**src/flash_status_pkg.sv**
```systemverilog
package flash_status_pkg;

  // Timing, kept in nanoseconds and converted to system clock cycles
  localparam int SYS_CLK_HZ          = 50_000_000;
  localparam int STATUS_WRITE_NS     = 10_000;
  localparam int SOFT_RESET_NS       = 10_000;
  localparam int STATUS_WRITE_CYCLES =
    (STATUS_WRITE_NS * (SYS_CLK_HZ / 1_000_000) + 999) / 1000;
  localparam int SOFT_RESET_CYCLES   =
    (SOFT_RESET_NS * (SYS_CLK_HZ / 1_000_000) + 999) / 1000;
  localparam int TIMER_W             = 16;

  // Serial command codes
  localparam logic [7:0] CMD_WRITE_EN     = 8'h06;
  localparam logic [7:0] CMD_VOL_WRITE_EN = 8'h50;
  localparam logic [7:0] CMD_WRITE_SR1    = 8'h01;
  localparam logic [7:0] CMD_WRITE_SR2    = 8'h31;
  localparam logic [7:0] CMD_SUSPEND      = 8'h75;
  localparam logic [7:0] CMD_RESUME       = 8'h7A;
  localparam logic [7:0] CMD_RESET_EN     = 8'h66;
  localparam logic [7:0] CMD_RESET        = 8'h99;

  // Field positions inside the three status images
  localparam int SR1_GUARD_BIT   = 7;
  localparam int SR1_GRAN_BIT    = 6;
  localparam int SR1_TB_BIT      = 5;
  localparam int SR1_RANGE_HI    = 4;
  localparam int SR1_RANGE_LO    = 2;
  localparam int SR2_INVERT_BIT  = 6;
  localparam int SR2_LOCK_HI     = 5;
  localparam int SR2_LOCK_LO     = 3;
  localparam int SR2_QUAD_BIT    = 1;
  localparam int SR3_PIN_SEL_BIT = 7;
  localparam int SR3_DRIVE_HI    = 6;
  localparam int SR3_DRIVE_LO    = 5;
  localparam int SR3_HFM_BIT     = 4;

  // Register selectors for a pending write
  localparam logic [1:0] SEL_SR1 = 2'h1;
  localparam logic [1:0] SEL_SR2 = 2'h2;
  localparam logic [1:0] SEL_SR3 = 2'h3;

  typedef struct packed {
    logic       guard;
    logic       granularity;
    logic       top_bottom;
    logic [2:0] range;
    logic       invert;
    logic       quad;
    logic       pin_sel;
    logic [1:0] drive;
    logic       high_freq_mode;
  } cfg_type;

  typedef struct packed {
    logic       invert;
    logic       granularity;
    logic       top_bottom;
    logic [2:0] range;
  } protection_type;

  typedef enum logic [1:0] {OP_IDLE, OP_STATUS, OP_ARRAY, OP_RESET}
    op_kind_type;

  typedef struct packed {
    logic       sclk_d;
    logic       cs_d;
    logic [2:0] bitcnt;
    logic [7:0] shift;
    logic [7:0] tx;
    logic       dout;
    logic       rx_valid;
    logic       frame_end;
    logic       aligned;
  } link_state_type;

  localparam cfg_type CFG_RESET = '0;

  function automatic logic [7:0] sr1_image(cfg_type c, logic write_latch_flag,
                                           logic busy);
    return {c.guard, c.granularity, c.top_bottom, c.range, write_latch_flag, busy};
  endfunction

  function automatic logic [7:0] sr2_image(cfg_type c, logic [2:0] lock,
                                           logic paused);
    return {paused, c.invert, lock, 1'b0, c.quad, 1'b0};
  endfunction

  function automatic logic [7:0] sr3_image(cfg_type c);
    return {c.pin_sel, c.drive, c.high_freq_mode, 4'h0};
  endfunction

  // Reserved positions are never copied, so writes to them vanish
  function automatic cfg_type cfg_merge(cfg_type c, logic [1:0] sel,
                                        logic [7:0] d);
    cfg_type r;
    r = c;
    if (sel == SEL_SR1) begin
      r.guard       = d[SR1_GUARD_BIT];
      r.granularity = d[SR1_GRAN_BIT];
      r.top_bottom  = d[SR1_TB_BIT];
      r.range       = d[SR1_RANGE_HI:SR1_RANGE_LO];
    end else if (sel == SEL_SR2) begin
      r.invert = d[SR2_INVERT_BIT];
      r.quad   = d[SR2_QUAD_BIT];
    end else if (sel == SEL_SR3) begin
      r.pin_sel = d[SR3_PIN_SEL_BIT];
      r.drive   = d[SR3_DRIVE_HI:SR3_DRIVE_LO];
      r.high_freq_mode     = d[SR3_HFM_BIT];
    end
    return r;
  endfunction

endpackage

```
**src/flash_status_config_regs.sv**
```systemverilog
`timescale 1ns/1ps
// Operation
// Guard bit set lets the write-guard pin lock the registers
// Granularity bit picks 64-KB blocks when 0, 4-KB sectors when 1
// Range field in first register bits 4..2; zero means unprotected
// Range field comes up zero, leaving the array unprotected
// Latch set by write enable; cleared by reset, disable, ops
// No program, erase or status write starts without the latch
// Busy reads 1 during operations; only status reads are served (code also acts on suspend during program/erase)
// Busy clears when the operation finishes
// Top/bottom bit picks range origin; defaults to top
// Top/bottom changes only as guard and latch permit
// Invert bit complements the chosen protected region
// Paused flag reads 1 while an operation is suspended
// Three one-time lock bits, one per security page, start at 0
// Quad enable turns guard and hold/reset pins into data lines
// Pin select chooses hold or reset, only without quad enable
// Two-bit drive strength field applied to read drivers
// High-frequency mode bit, default off
// Reset reloads volatile copies from non-volatile copies
// Volatile enable then write updates only volatile copies
// Guard set and pin low rejects first and second writes
// Reserved bits read zero and ignore writes
module flash_status_config_regs
  import flash_status_pkg::*;
#(
  parameter int         TW_CYCLES      = STATUS_WRITE_CYCLES,
  parameter int         RST_CYCLES     = SOFT_RESET_CYCLES,
  parameter logic [7:0] CMD_READ_SR1   = 8'h05,
  parameter logic [7:0] CMD_READ_SR2   = 8'h35,
  parameter logic [7:0] CMD_READ_SR3   = 8'h15,
  parameter logic [7:0] CMD_WRITE_SR3  = 8'h11,
  parameter logic [7:0] CMD_WRITE_DIS  = 8'h04
) (
  input  wire logic       clk_sys_i,
  input  wire logic       rst_b_i,
  input  wire logic       sclk_i,
  input  wire logic       cs_n_i,
  input  wire logic       io0_di_i,
  input  wire logic       io2_wp_n_i,
  input  wire logic       io3_hold_reset_n_i,
  input  wire logic       array_op_req_i,
  input  wire logic       array_op_done_i,
  output logic            io1_do_o,
  output logic            io1_do_oe_n_o,
  output logic            array_grant_o,
  output logic            device_reset_o,
  output protection_type  protection_o,
  output logic      [2:0] security_lock_o,
  output logic            quad_io_enable_o,
  output logic            hold_active_o,
  output logic      [1:0] drive_strength_o,
  output logic            high_freq_mode_o,
  output logic            write_latch_o,
  output logic            busy_o,
  output logic            paused_o
);

  typedef struct packed {
    cfg_type            vol;
    cfg_type            nv;
    logic [2:0]         lock;
    logic               write_latch_flag;
    logic               vwe;
    op_kind_type        kind;
    logic               paused;
    logic               armed;
    logic [7:0]         cmd;
    logic               cmd_valid;
    logic [1:0]         nbytes;
    logic [15:0]        wdata;
    logic [1:0]         pend_sel;
    logic               pend_two;
    logic [15:0]        pend_data;
    logic [TIMER_W-1:0] timer;
  } ctl_state_type;

  localparam int TW_BOUND = TW_CYCLES + 1;

  ctl_state_type st;
  ctl_state_type next_st;
  logic [4:0]    pins_s;
  logic          sclk_s;
  logic          cs_n_s;
  logic          di_s;
  logic          wp_n_s;
  logic          hold_n_s;
  logic [7:0]    rx_byte;
  logic          rx_valid;
  logic          frame_end;
  logic          aligned;
  logic [7:0]    tx_byte;
  logic          busy;
  logic          pin_fn_on;
  logic          hold_on;
  logic          pin_reset;
  logic          guard_on;
  logic          wp_lock;
  logic          exec;
  logic          reading;
  logic          grant;
  logic          soft_reset;
  logic          wr_cmd;
  logic          wr_two;
  logic          wr_blocked;
  logic [1:0]    wr_sel;

  // One or two data bytes; the second of a first-register write
  // lands in the second register
  function automatic cfg_type apply_write(cfg_type c, logic [1:0] sel,
                                          logic two, logic [15:0] d);
    cfg_type r;
    r = cfg_merge(c, sel, d[15:8]);
    if (two) begin
      r = cfg_merge(r, SEL_SR2, d[7:0]);
    end
    return r;
  endfunction

  // One-time bits can only be set, never cleared
  function automatic logic [2:0] lock_merge(logic [2:0] lock,
                                            logic [1:0] sel, logic two,
                                            logic [15:0] d);
    logic [7:0] b;
    b = 8'h00;
    if (sel == SEL_SR2) begin
      b = d[15:8];
    end else if (two) begin
      b = d[7:0];
    end
    return lock | b[SR2_LOCK_HI:SR2_LOCK_LO];
  endfunction

  // All pins come from outside the clock domain
  sync2 #(
    .WIDTH       (5),
    .RESET_VALUE (5'h1F)
  ) u_sync (
    .clk_sys_i (clk_sys_i),
    .rst_b_i   (rst_b_i),
    .async_i   ({sclk_i, cs_n_i, io0_di_i, io2_wp_n_i,
                 io3_hold_reset_n_i}),
    .sync_o    (pins_s)
  );

  assign {sclk_s, cs_n_s, di_s, wp_n_s, hold_n_s} = pins_s;

  // Shared pin functions exist only without quad mode
  assign pin_fn_on = ~st.vol.quad;
  assign hold_on   = pin_fn_on & ~st.vol.pin_sel & ~hold_n_s & ~cs_n_s;
  assign pin_reset = pin_fn_on & st.vol.pin_sel & ~hold_n_s;
  assign guard_on  = st.vol.guard;
  assign wp_lock   = guard_on & pin_fn_on & ~wp_n_s;

  // A reset pin low also ends any frame in progress
  spi_link u_link (
    .clk_sys_i   (clk_sys_i),
    .rst_b_i     (rst_b_i),
    .sclk_i      (sclk_s),
    .cs_n_i      (cs_n_s | pin_reset),
    .di_i        (di_s),
    .stall_i     (hold_on),
    .tx_byte_i   (tx_byte),
    .rx_byte_o   (rx_byte),
    .rx_valid_o  (rx_valid),
    .frame_end_o (frame_end),
    .aligned_o   (aligned),
    .do_o        (io1_do_o)
  );

  assign busy    = (st.kind != OP_IDLE);
  assign exec    = frame_end & aligned & st.cmd_valid;
  assign reading = st.cmd_valid & ((st.cmd == CMD_READ_SR1) |
                   (st.cmd == CMD_READ_SR2) | (st.cmd == CMD_READ_SR3));

  // Read image, re-sampled at each byte so busy can be polled
  always_comb begin
    if (st.cmd == CMD_READ_SR2) begin
      tx_byte = sr2_image(st.vol, st.lock, st.paused);
    end else if (st.cmd == CMD_READ_SR3) begin
      tx_byte = sr3_image(st.vol);
    end else begin
      tx_byte = sr1_image(st.vol, st.write_latch_flag, busy);
    end
  end

  // Write command decode; the third register is never guarded
  always_comb begin
    wr_cmd = 1'b1;
    wr_sel = SEL_SR1;
    if (st.cmd == CMD_WRITE_SR2) begin
      wr_sel = SEL_SR2;
    end else if (st.cmd == CMD_WRITE_SR3) begin
      wr_sel = SEL_SR3;
    end else if (st.cmd != CMD_WRITE_SR1) begin
      wr_cmd = 1'b0;
    end
  end

  assign wr_two     = (wr_sel == SEL_SR1) & (st.nbytes == 2'h2);
  assign wr_blocked = wp_lock & (wr_sel != SEL_SR3);

  always_comb begin
    next_st    = st;
    grant      = 1'b0;
    soft_reset = 1'b0;
    // Byte capture: command first, then up to two data bytes
    if (frame_end) begin
      next_st.cmd_valid = 1'b0;
      next_st.nbytes    = 2'h0;
    end
    if (rx_valid) begin
      if (!st.cmd_valid) begin
        next_st.cmd       = rx_byte;
        next_st.cmd_valid = 1'b1;
      end else if (st.nbytes == 2'h0) begin
        next_st.wdata[15:8] = rx_byte;
        next_st.nbytes      = 2'h1;
      end else if (st.nbytes == 2'h1) begin
        next_st.wdata[7:0] = rx_byte;
        next_st.nbytes     = 2'h2;
      end
    end
    // Progress of the embedded operation
    unique case (st.kind)
      OP_IDLE: begin
      end
      OP_STATUS: begin
        if (st.timer == '0) begin
          next_st.nv   = apply_write(st.nv, st.pend_sel, st.pend_two,
                                     st.pend_data);
          next_st.vol  = apply_write(st.vol, st.pend_sel, st.pend_two,
                                     st.pend_data);
          next_st.lock = lock_merge(st.lock, st.pend_sel, st.pend_two,
                                    st.pend_data);
          next_st.write_latch_flag  = 1'b0;
          next_st.kind = OP_IDLE;
        end else begin
          next_st.timer = st.timer - 1'b1;
        end
      end
      OP_ARRAY: begin
        if (array_op_done_i) begin
          next_st.kind = OP_IDLE;
        end
      end
      OP_RESET: begin
        if (st.timer == '0) begin
          next_st.kind = OP_IDLE;
        end else begin
          next_st.timer = st.timer - 1'b1;
        end
      end
    endcase
    // Program or erase start needs the latch and an idle device
    if (array_op_req_i && st.write_latch_flag && !busy && !st.paused) begin
      grant        = 1'b1;
      next_st.kind = OP_ARRAY;
      next_st.write_latch_flag  = 1'b0;
    end
    // Commands act at a byte-aligned frame end; ignored in reset
    if (exec && st.kind != OP_RESET) begin
      next_st.armed = 1'b0;
      if (busy) begin
        if (st.cmd == CMD_SUSPEND && st.kind == OP_ARRAY) begin
          next_st.paused = 1'b1;
          next_st.kind   = OP_IDLE;
        end
      end else if (wr_cmd) begin
        if (!wr_blocked && st.nbytes != 2'h0) begin
          if (st.vwe) begin
            next_st.vol = apply_write(st.vol, wr_sel, wr_two,
                                      st.wdata);
            next_st.vwe = 1'b0;
          end else if (st.write_latch_flag) begin
            next_st.kind      = OP_STATUS;
            next_st.timer     = TIMER_W'(TW_CYCLES - 1);
            next_st.pend_sel  = wr_sel;
            next_st.pend_two  = wr_two;
            next_st.pend_data = st.wdata;
          end
        end
      end else if (st.cmd == CMD_WRITE_EN) begin
        next_st.write_latch_flag = 1'b1;
        next_st.vwe = 1'b0;
      end else if (st.cmd == CMD_VOL_WRITE_EN) begin
        next_st.vwe = 1'b1;
      end else if (st.cmd == CMD_WRITE_DIS) begin
        next_st.write_latch_flag = 1'b0;
        next_st.vwe = 1'b0;
      end else if (st.cmd == CMD_RESUME && st.paused) begin
        next_st.paused = 1'b0;
        next_st.kind   = OP_ARRAY;
      end else if (st.cmd == CMD_RESET_EN) begin
        next_st.armed = 1'b1;
      end else if (st.cmd == CMD_RESET && st.armed) begin
        soft_reset = 1'b1;
      end
    end
    // Either reset aborts work and reloads the working copies
    if (soft_reset || pin_reset) begin
      next_st.vol       = st.nv;
      next_st.write_latch_flag       = 1'b0;
      next_st.vwe       = 1'b0;
      next_st.paused    = 1'b0;
      next_st.armed     = 1'b0;
      next_st.cmd_valid = 1'b0;
      next_st.kind      = OP_RESET;
      next_st.timer     = TIMER_W'(RST_CYCLES - 1);
    end
  end

  // Power-up state equals factory defaults in both copies
  always_ff @(posedge clk_sys_i) begin
    if (!rst_b_i) begin
      st <= '0;
    end else begin
      st <= next_st;
    end
  end

  // Protection fields for the array controller
  always_comb begin
    protection_o.granularity = st.vol.granularity;
    protection_o.range       = st.vol.range;
    protection_o.top_bottom  = st.vol.top_bottom;
    protection_o.invert      = st.vol.invert;
  end

  // Data line released while paused by hold
  assign io1_do_oe_n_o    = ~(reading & ~cs_n_s & ~hold_on);
  assign array_grant_o    = grant;
  assign device_reset_o   = soft_reset | pin_reset;
  assign security_lock_o  = st.lock;
  assign quad_io_enable_o = st.vol.quad;
  assign hold_active_o    = hold_on;
  assign drive_strength_o = st.vol.drive;
  assign high_freq_mode_o = st.vol.high_freq_mode;
  assign write_latch_o    = st.write_latch_flag;
  assign busy_o           = busy;
  assign paused_o         = st.paused;
endmodule

```
**src/sync2.sv**
```systemverilog
`timescale 1ns/1ps
module sync2 #(
  parameter int               WIDTH       = 1,
  parameter logic [WIDTH-1:0] RESET_VALUE = '0
) (
  input  wire logic             clk_sys_i,
  input  wire logic             rst_b_i,
  input  wire logic [WIDTH-1:0] async_i,
  output logic      [WIDTH-1:0] sync_o
);

  typedef struct packed {
    logic [WIDTH-1:0] meta;
    logic [WIDTH-1:0] stable;
  } sync_state_type;

  sync_state_type st;
  sync_state_type next_st;

  // Meta stage feeds only the second stage
  always_comb begin
    next_st.meta   = async_i;
    next_st.stable = st.meta;
  end

  always_ff @(posedge clk_sys_i) begin
    if (!rst_b_i) begin
      st <= {RESET_VALUE, RESET_VALUE};
    end else begin
      st <= next_st;
    end
  end

  assign sync_o = st.stable;

endmodule

```
**src/spi_link.sv**
```systemverilog
`timescale 1ns/1ps
module spi_link
  import flash_status_pkg::*;
(
  input  wire logic       clk_sys_i,
  input  wire logic       rst_b_i,
  input  wire logic       sclk_i,
  input  wire logic       cs_n_i,
  input  wire logic       di_i,
  input  wire logic       stall_i,
  input  wire logic [7:0] tx_byte_i,
  output logic      [7:0] rx_byte_o,
  output logic            rx_valid_o,
  output logic            frame_end_o,
  output logic            aligned_o,
  output logic            do_o
);

  link_state_type st;
  link_state_type next_st;
  logic           rise;
  logic           fall;

  // Select idles high, so leaving reset must not fake a frame end
  localparam link_state_type LINK_RESET = '{cs_d: 1'b1, default: '0};

  // Edges are ignored while paused so the shift state survives
  assign rise = sclk_i & ~st.sclk_d & ~cs_n_i & ~stall_i;
  assign fall = ~sclk_i & st.sclk_d & ~cs_n_i & ~stall_i;

  // Mode 0/3: sample on rising edge, shift out on falling edge
  always_comb begin
    next_st           = st;
    next_st.sclk_d    = sclk_i;
    next_st.cs_d      = cs_n_i;
    next_st.rx_valid  = 1'b0;
    next_st.frame_end = 1'b0;
    if (cs_n_i) begin
      next_st.bitcnt = 3'h0;
      if (!st.cs_d) begin
        next_st.frame_end = 1'b1;
        next_st.aligned   = (st.bitcnt == 3'h0);
      end
    end else begin
      if (rise) begin
        next_st.shift    = {st.shift[6:0], di_i};
        next_st.bitcnt   = st.bitcnt + 3'h1;
        next_st.rx_valid = (st.bitcnt == 3'h7);
      end
      if (fall) begin
        if (st.bitcnt == 3'h0) begin
          next_st.dout = tx_byte_i[7];
          next_st.tx   = {tx_byte_i[6:0], 1'b0};
        end else begin
          next_st.dout = st.tx[7];
          next_st.tx   = {st.tx[6:0], 1'b0};
        end
      end
    end
  end

  always_ff @(posedge clk_sys_i) begin
    if (!rst_b_i) begin
      st <= LINK_RESET;
    end else begin
      st <= next_st;
    end
  end

  assign rx_byte_o   = st.shift;
  assign rx_valid_o  = st.rx_valid;
  assign frame_end_o = st.frame_end;
  assign aligned_o   = st.aligned;
  assign do_o        = st.dout;

endmodule

```
**config.mk**
```make
export PLATFORM = sky130hd
export DESIGN_NAME = flash_status_config_regs
export DESIGN_NICKNAME = d
export VERILOG_FILES = /design/src/flash_status_pkg.sv /design/src/flash_status_config_regs.sv /design/src/sync2.sv /design/src/spi_link.sv
export SDC_FILE = /design/constraint.sdc
export NUM_CORES = 1
export LEC_CHECK = 0
export BUFFER_PORTS_ARGS = -buffer_cell sky130_fd_sc_hd__buf_2
export CAP_MARGIN = 25
export CORE_MARGIN = 3
export CORE_UTILIZATION = 45
export CTS_CLUSTER_DIAMETER = 120
export DETAILED_ROUTE_END_ITERATION = 10
export GPL_TIMING_DRIVEN = 0
export HOLD_SLACK_MARGIN = 0.12
export PLACE_DENSITY_LB_ADDON = 0.08
export SYNTH_ARGS = -nofsm -noshare
export SYNTH_HDL_FRONTEND = slang
export SYNTH_HIERARCHICAL = 1
export SYNTH_SLANG_ARGS = --single-unit
```
**constraint.sdc**
```tcl
create_clock -name clk_sys_i -period 2.3 [get_ports clk_sys_i]
set_input_delay 0.115 -clock clk_sys_i [delete_from_list [all_inputs] [get_ports clk_sys_i]]
set_output_delay 0.115 -clock clk_sys_i [all_outputs]
set_load 0.005 [all_outputs]
```
==> impl_metrics.tcl, run 1 <==
set metrics [dict create \
    path_cells "or4_4 -> a31o_4 -> or4_4 -> o21ai_1 -> a31o_2 -> a31oi_1" \
    totalWireLength_um 15870 \
    fin_crit_sh 0.9854 \
    crit_path_frequent_cell "or4_4" \
    grt_use_total 0.2304 \
    dp_hpwl_um 11340 \
    power.leakage_nw 2.620 \
    design.core.area_um2 12160 \
    syn2layout_area_growth_pct 22.53 \
    max_freq_mhz 441.2 \
    peakVddDrop_mv 0.5252 \
    worstSetupStartpointType "register" \
    viasPerCell 5.451 \
    cp_max_fo 6 \
    cts_tree "built" \
    synth_flop_cell "dfxtp_1" \
    grt_setup_unrepaired "true" \
    fp.dieH_um 118.4 \
    synth_edf_count 0 \
    register_area_um2 2429 \
    max_slew_margin 0.4904 \
    status "completed" \
    drtIter0Drc 340 \
    syn_area_per_cell_um2 8.244 \
    layout_min_cycle_time_ps 2266 \
    numCtsBuffers 17 \
    cts.sinks 121 \
    clockBufferDepth 2 \
    synthCells 689 \
    clk_latency_ps 420 \
    fp-row-count 40 \
    synth.distinct_cells 61 \
    synth_top_area_share 0.4264 \
    io_pins 30 \
    synth_most_common_cell "nand2_1" \
    nets 773 \
    cts_root_buf "clkbuf_16" \
    critPathTopFamily "simple AND/OR/NAND/NOR gates" \
    synth-warning-count 6 \
    grt_pass1_vias 4965 \
    syn_area_um2 5680 \
    skew_ps 9.776 \
    powerDensity_nw_per_um2 698.4 \
    syn-num-nets 706 \
    start_util 0.4671 \
    port-buffer-count 29 \
    hold_ws_ps 314.6 \
    wl_per_cell_um 16.96 \
    grt_pass1_wl_um 25340 \
    multi_input_area_um2 3015 \
    async_flop_share 0 \
    ys_ff_latch 121 \
    clkSlewWorstSetupHoldPaths_ps 60 \
    cp_slowest_cell "or4_4" \
    synth_area_leaders "dfxtp_1, nand2_1, a21oi_1" \
    antennaDiodeCount 0 \
    stdcell_count 936 \
    tightest_slew_ps 764.5 \
    drcViolationCount 0 \
    min_path_type "input port to register" \
    gp_congestion 0.8706 \
    dp_cells 886 \
    final_core_utilization 0.5723 \
    antenna_found_initial 0 \
    finalSetupViolCount 0 \
    seq_area_frac_synth 0.4264 \
    dieArea_um2 14010 \
    finalHoldViolCount 0 \
    path_buf_inv 0 \
    die_w_um 118.4 \
    grt_overflow_total 0 \
    p_total_mw 4.861 \
    finalMaxSlewViolations 0 \
    crit_arrival_ps 2570 \
    worstSetupEndpointType "register" \
    yosys.area.top_type "dfxtp_1" \
    slowest_delay_ps 600 \
    htreeDepth 4 \
    yosys-top-cells-count "nand2_1, dfxtp_1, a21oi_1" \
    worstPathRequired_ps 2600 \
    dr.pass1.iters 5 \
    postRouteAntennaNets 0 \
    num_vias 5102 \
    drive_gt1_frac 0.2031 \
    maxCapViolations 0 \
    critical_path_class "register to register" \
    num-fill-cells 1120 \
    grt_max_degree 17 \
]
## cell type report
type	instances	share of cell area
Clock inverter	8	0.01330
Buffer	52	0.04728
Tap cell	168	0.03020
Inverter	13	0.007370
Clock buffer	23	0.07154
Sequential cell	121	0.3489
Timing Repair Buffer	51	0.04818
Multi-Input combinational cell	500	0.4332
## power by group
| group | leakage, nW | internal, mW | switching, mW | total [mW] |
|---|---|---|---|---|
| clock network | 0.295 | 1.72 | 0.927 | 2.65 |
| logic | 1.35 | 0.0390 | 0.0610 | 0.100 |
| registers | 0.979 | 2.11 | 0.00570 | 2.11 |
## timing repair
action                                  4_1_cts  5_1_grt
hold endpoints to repair                     10        0
pin swaps                                     4        9
buffers inserted                              6        4
hold buffers                                 11        0
resized for setup                            31       23
endpoints found under the setup margin       39       38
## flip-flops by register name, summed over array words and instances, names as in the netlist, named ones only
register and flops:
guard_on 1, quad_io_enable_o 1, u_link/st 12, u_link/aligned_o 1, u_sync/next_st 5, st 61, write_latch_o 1, protection_o 6
paused_o 1, u_link/do_o 1, u_link/frame_end_o 1, u_link/rx_valid_o 1, high_freq_mode_o 1, u_link/rx_byte_o 8, u_sync/sync_o 5, security_lock_o 3
drive_strength_o 2
## worst reg2reg max path: cells and delay by family (launching register included)
kind / cells / cell delay [ps]
and+or+nand+nor: 2 / 1180
DFF: 1 / 340
AOI/OAI and AO/OA: 4 / 640
## layer usage
layer	wire length, µm	global-route usage	vias up
met4	264	0.08132	0
met2	7564	0.3748	131
li1	-	-	2505
met1	7049	0.2913	2443
met3	994	0.06651	23
met5	0	0	-
## final timing paths
check	from	to	slack, ps	cells after the start
worst max-delay path	st[60]$_SDFFE_PN0P_	protection_o[3]$_SDFFE_PN0P_	30	6
worst min register to register	u_sync/next_st[1]$_SDFF_PN1_	u_sync/sync_o[1]$_SDFF_PN1_	410	1
worst max register to register	st[60]$_SDFFE_PN0P_	protection_o[3]$_SDFFE_PN0P_	30	6
worst min-delay path	array_op_done_i	st[65]$_SDFF_PN0_	310	6
## metrics by stage
| stage | worst slack, ps | instance area (µm²) | setup TNS (ps) |
|---|---|---|---|
| floorplan | 139.1 | 5680 | 0 |
| global placement | -202.4 | 6036 | -3587 |
| detailed placement | -215.5 | 6036 | -3891 |
| CTS | -70.81 | 6880 | -70.81 |
| global route | -28.98 | 6960 | -103.2 |
| finish | 33.62 | 6960 | 0 |
## cell families after synthesis
kind of cell / after synthesis / share of synthesized area
and+or+nand+nor: 303 / 0.2711
AOI/OAI and AO/OA: 156 / 0.1626
DFF: 121 / 0.4264
buffers and inverters: 68 / 0.06564
muxes: 20 / 0.03656
xor gates and xnor gates: 13 / 0.02004
adders and majority gates: 8 / 0.01762
## cells in the final DEF (no fill, tap or decap), types with 17 or more instances in the layout
master and count:
buf_4 31, dfxtp_1 118, o21ai_0 27, buf_2 34, a31oi_1 21, nand2b_1 23
nand3_1 18, a21oi_1 67, clkbuf_16 17, nand2_1 134, nor2_1 42
No activity file was read; power rests on OpenSTA's default activity.
==> run 2, diff against run 1 <==
==> constraint.sdc (replaced) <==
create_clock -name clk_sys_i -period 2.3 [get_ports clk_sys_i]
set_input_delay 0.23 -clock clk_sys_i [delete_from_list [all_inputs] [get_ports clk_sys_i]]
set_output_delay 0.23 -clock clk_sys_i [all_outputs]
set_load 0.005 [all_outputs]
==> impl_metrics.tcl, run 2 (synthesis results as in run 1) <==
set metrics [dict create \
    status "completed" \
    powerDensity_nw_per_um2 700.6 \
    port-buffer-count 29 \
    grt_overflow_total 0 \
    critical_path_class "register to register" \
    max_freq_mhz 437.9 \
    drive_gt1_frac 0.2089 \
    worstPathRequired_ps 2600 \
    min_path_type "input port to register" \
    maxCapViolations 0 \
    final_common_cell "nand2_1" \
    p_total_mw 4.845 \
    dp_hpwl_um 11340 \
    dr.pass1.iters 6 \
    grt_use_total 0.2294 \
    postRouteAntennaNets 0 \
    place_area_um2 6036 \
    clk_latency_ps 420 \
    dieArea_um2 14010 \
    drcViolationCount 0 \
    finalMaxSlewViolations 0 \
    drtIter0Drc 369 \
    worstSetupStartpointType "register" \
    grt_pass1_vias 4946 \
    layout_common_cells "nand2_1, dfxtp_1, a21oi_1" \
    fin_crit_sh 0.9928 \
    finalSetupViolCount 0 \
    finalHoldViolCount 0 \
    grt_setup_unrepaired "true" \
    gp_congestion 0.8706 \
    antenna_found_initial 0 \
    viasPerCell 5.462 \
    multi_input_area_um2 3029 \
    num_vias 5074 \
    fin_setup_tns_ps 0 \
    clkSlewWorstSetupHoldPaths_ps 50 \
    wl_per_cell_um 17.04 \
    grt_pass1_wl_um 25280 \
    cts.sinks 121 \
    tightest_slew_ps 741.8 \
    syn2layout_area_growth_pct 21.74 \
    final_area_um2 6915 \
    clockBufferDepth 2 \
    numCtsBuffers 17 \
    max_slew_margin 0.5055 \
    cts_root_buf "clkbuf_16" \
    peakVddDrop_mv 0.5865 \
    final_core_utilization 0.5686 \
    htreeDepth 4 \
    fp-row-count 40 \
    largest_register_ffs 61 \
    power.leakage_nw 2.600 \
    worstSetupEndpointType "register" \
    register_area_um2 2436 \
    layout_min_cycle_time_ps 2284 \
    num-fill-cells 1130 \
    skew_ps 8.869 \
    start_util 0.4671 \
    io_pins 30 \
    cts_tree "built" \
    design.core.area_um2 12160 \
    nets 766 \
    antennaDiodeCount 0 \
    crit_arrival_ps 2580 \
    top_register "st" \
    hold_ws_ps 131.8 \
    grt_max_degree 17 \
    cp_max_fo 6 \
    die_w_um 118.4 \
    fp.dieH_um 118.4 \
    totalWireLength_um 15830 \
]
-- run 2: path summary, 6_finish.rpt --
path,startpoint,endpoint,slack [ps],cells past startpoint
min,rst_b_i,u_sync/next_st[2]$_SDFF_PN1_,130,2
min reg2reg,u_sync/next_st[3]$_SDFF_PN1_,u_sync/sync_o[3]$_SDFF_PN1_,410,1
max,st[57]$_SDFFE_PN0P_,protection_o[3]$_SDFFE_PN0P_,20,6
max reg2reg,st[57]$_SDFFE_PN0P_,protection_o[3]$_SDFFE_PN0P_,20,6
-- run 2: metrics by stage --
stage	cells	setup WS (ps)
final	929	16.46
after global routing	929	-34.50
after CTS	925	2.911
after detailed placement	886	-215.5
after global placement	886	-202.4
after floorplan	689	139.1
-- run 2: worst max-delay path, cell delays in order (launching register included) --
cell	delay, ps
dfxtp_4	360
or4_4	590
a31o_4	250
or4_4	580
o21ai_1	170
a31o_2	130
a31oi_1	80
-- run 2: final cells by class --
| type | instances | share of cell area |
|---|---|---|
| repair buffers | 45 | 0.04071 |
| multi-input cells | 500 | 0.4380 |
| flip-flops and latches | 121 | 0.3523 |
| clock buffers | 23 | 0.07201 |
| well taps | 168 | 0.03040 |
| clock inverters | 8 | 0.01339 |
| plain buffers | 51 | 0.04578 |
| inverters | 13 | 0.007418 |
-- run 2: per-layer routing --
metal / vias to the layer above / wire length, µm / track usage
met4: 0 / 224 / 0.07399
met2: 158 / 7460 / 0.3755
met1: 2413 / 7059 / 0.2917
li1: 2483 / - / -
met3: 20 / 1082 / 0.06555
met5: - / 0 / 0
-- run 2: what timing repair did --
action,CTS,global route
buffers inserted,6,5
hold buffers,5,0
setup endpoints to repair,40,42
pin swaps,8,8
hold endpoints to repair,5,0
gates resized for setup,42,17
-- run 2: power breakdown --
part | internal (mW) | total (mW) | switching, mW
Clock | 1.72 | 2.64 | 0.921
Sequential | 2.11 | 2.11 | 0.00602
Combinational | 0.0323 | 0.0918 | 0.0595
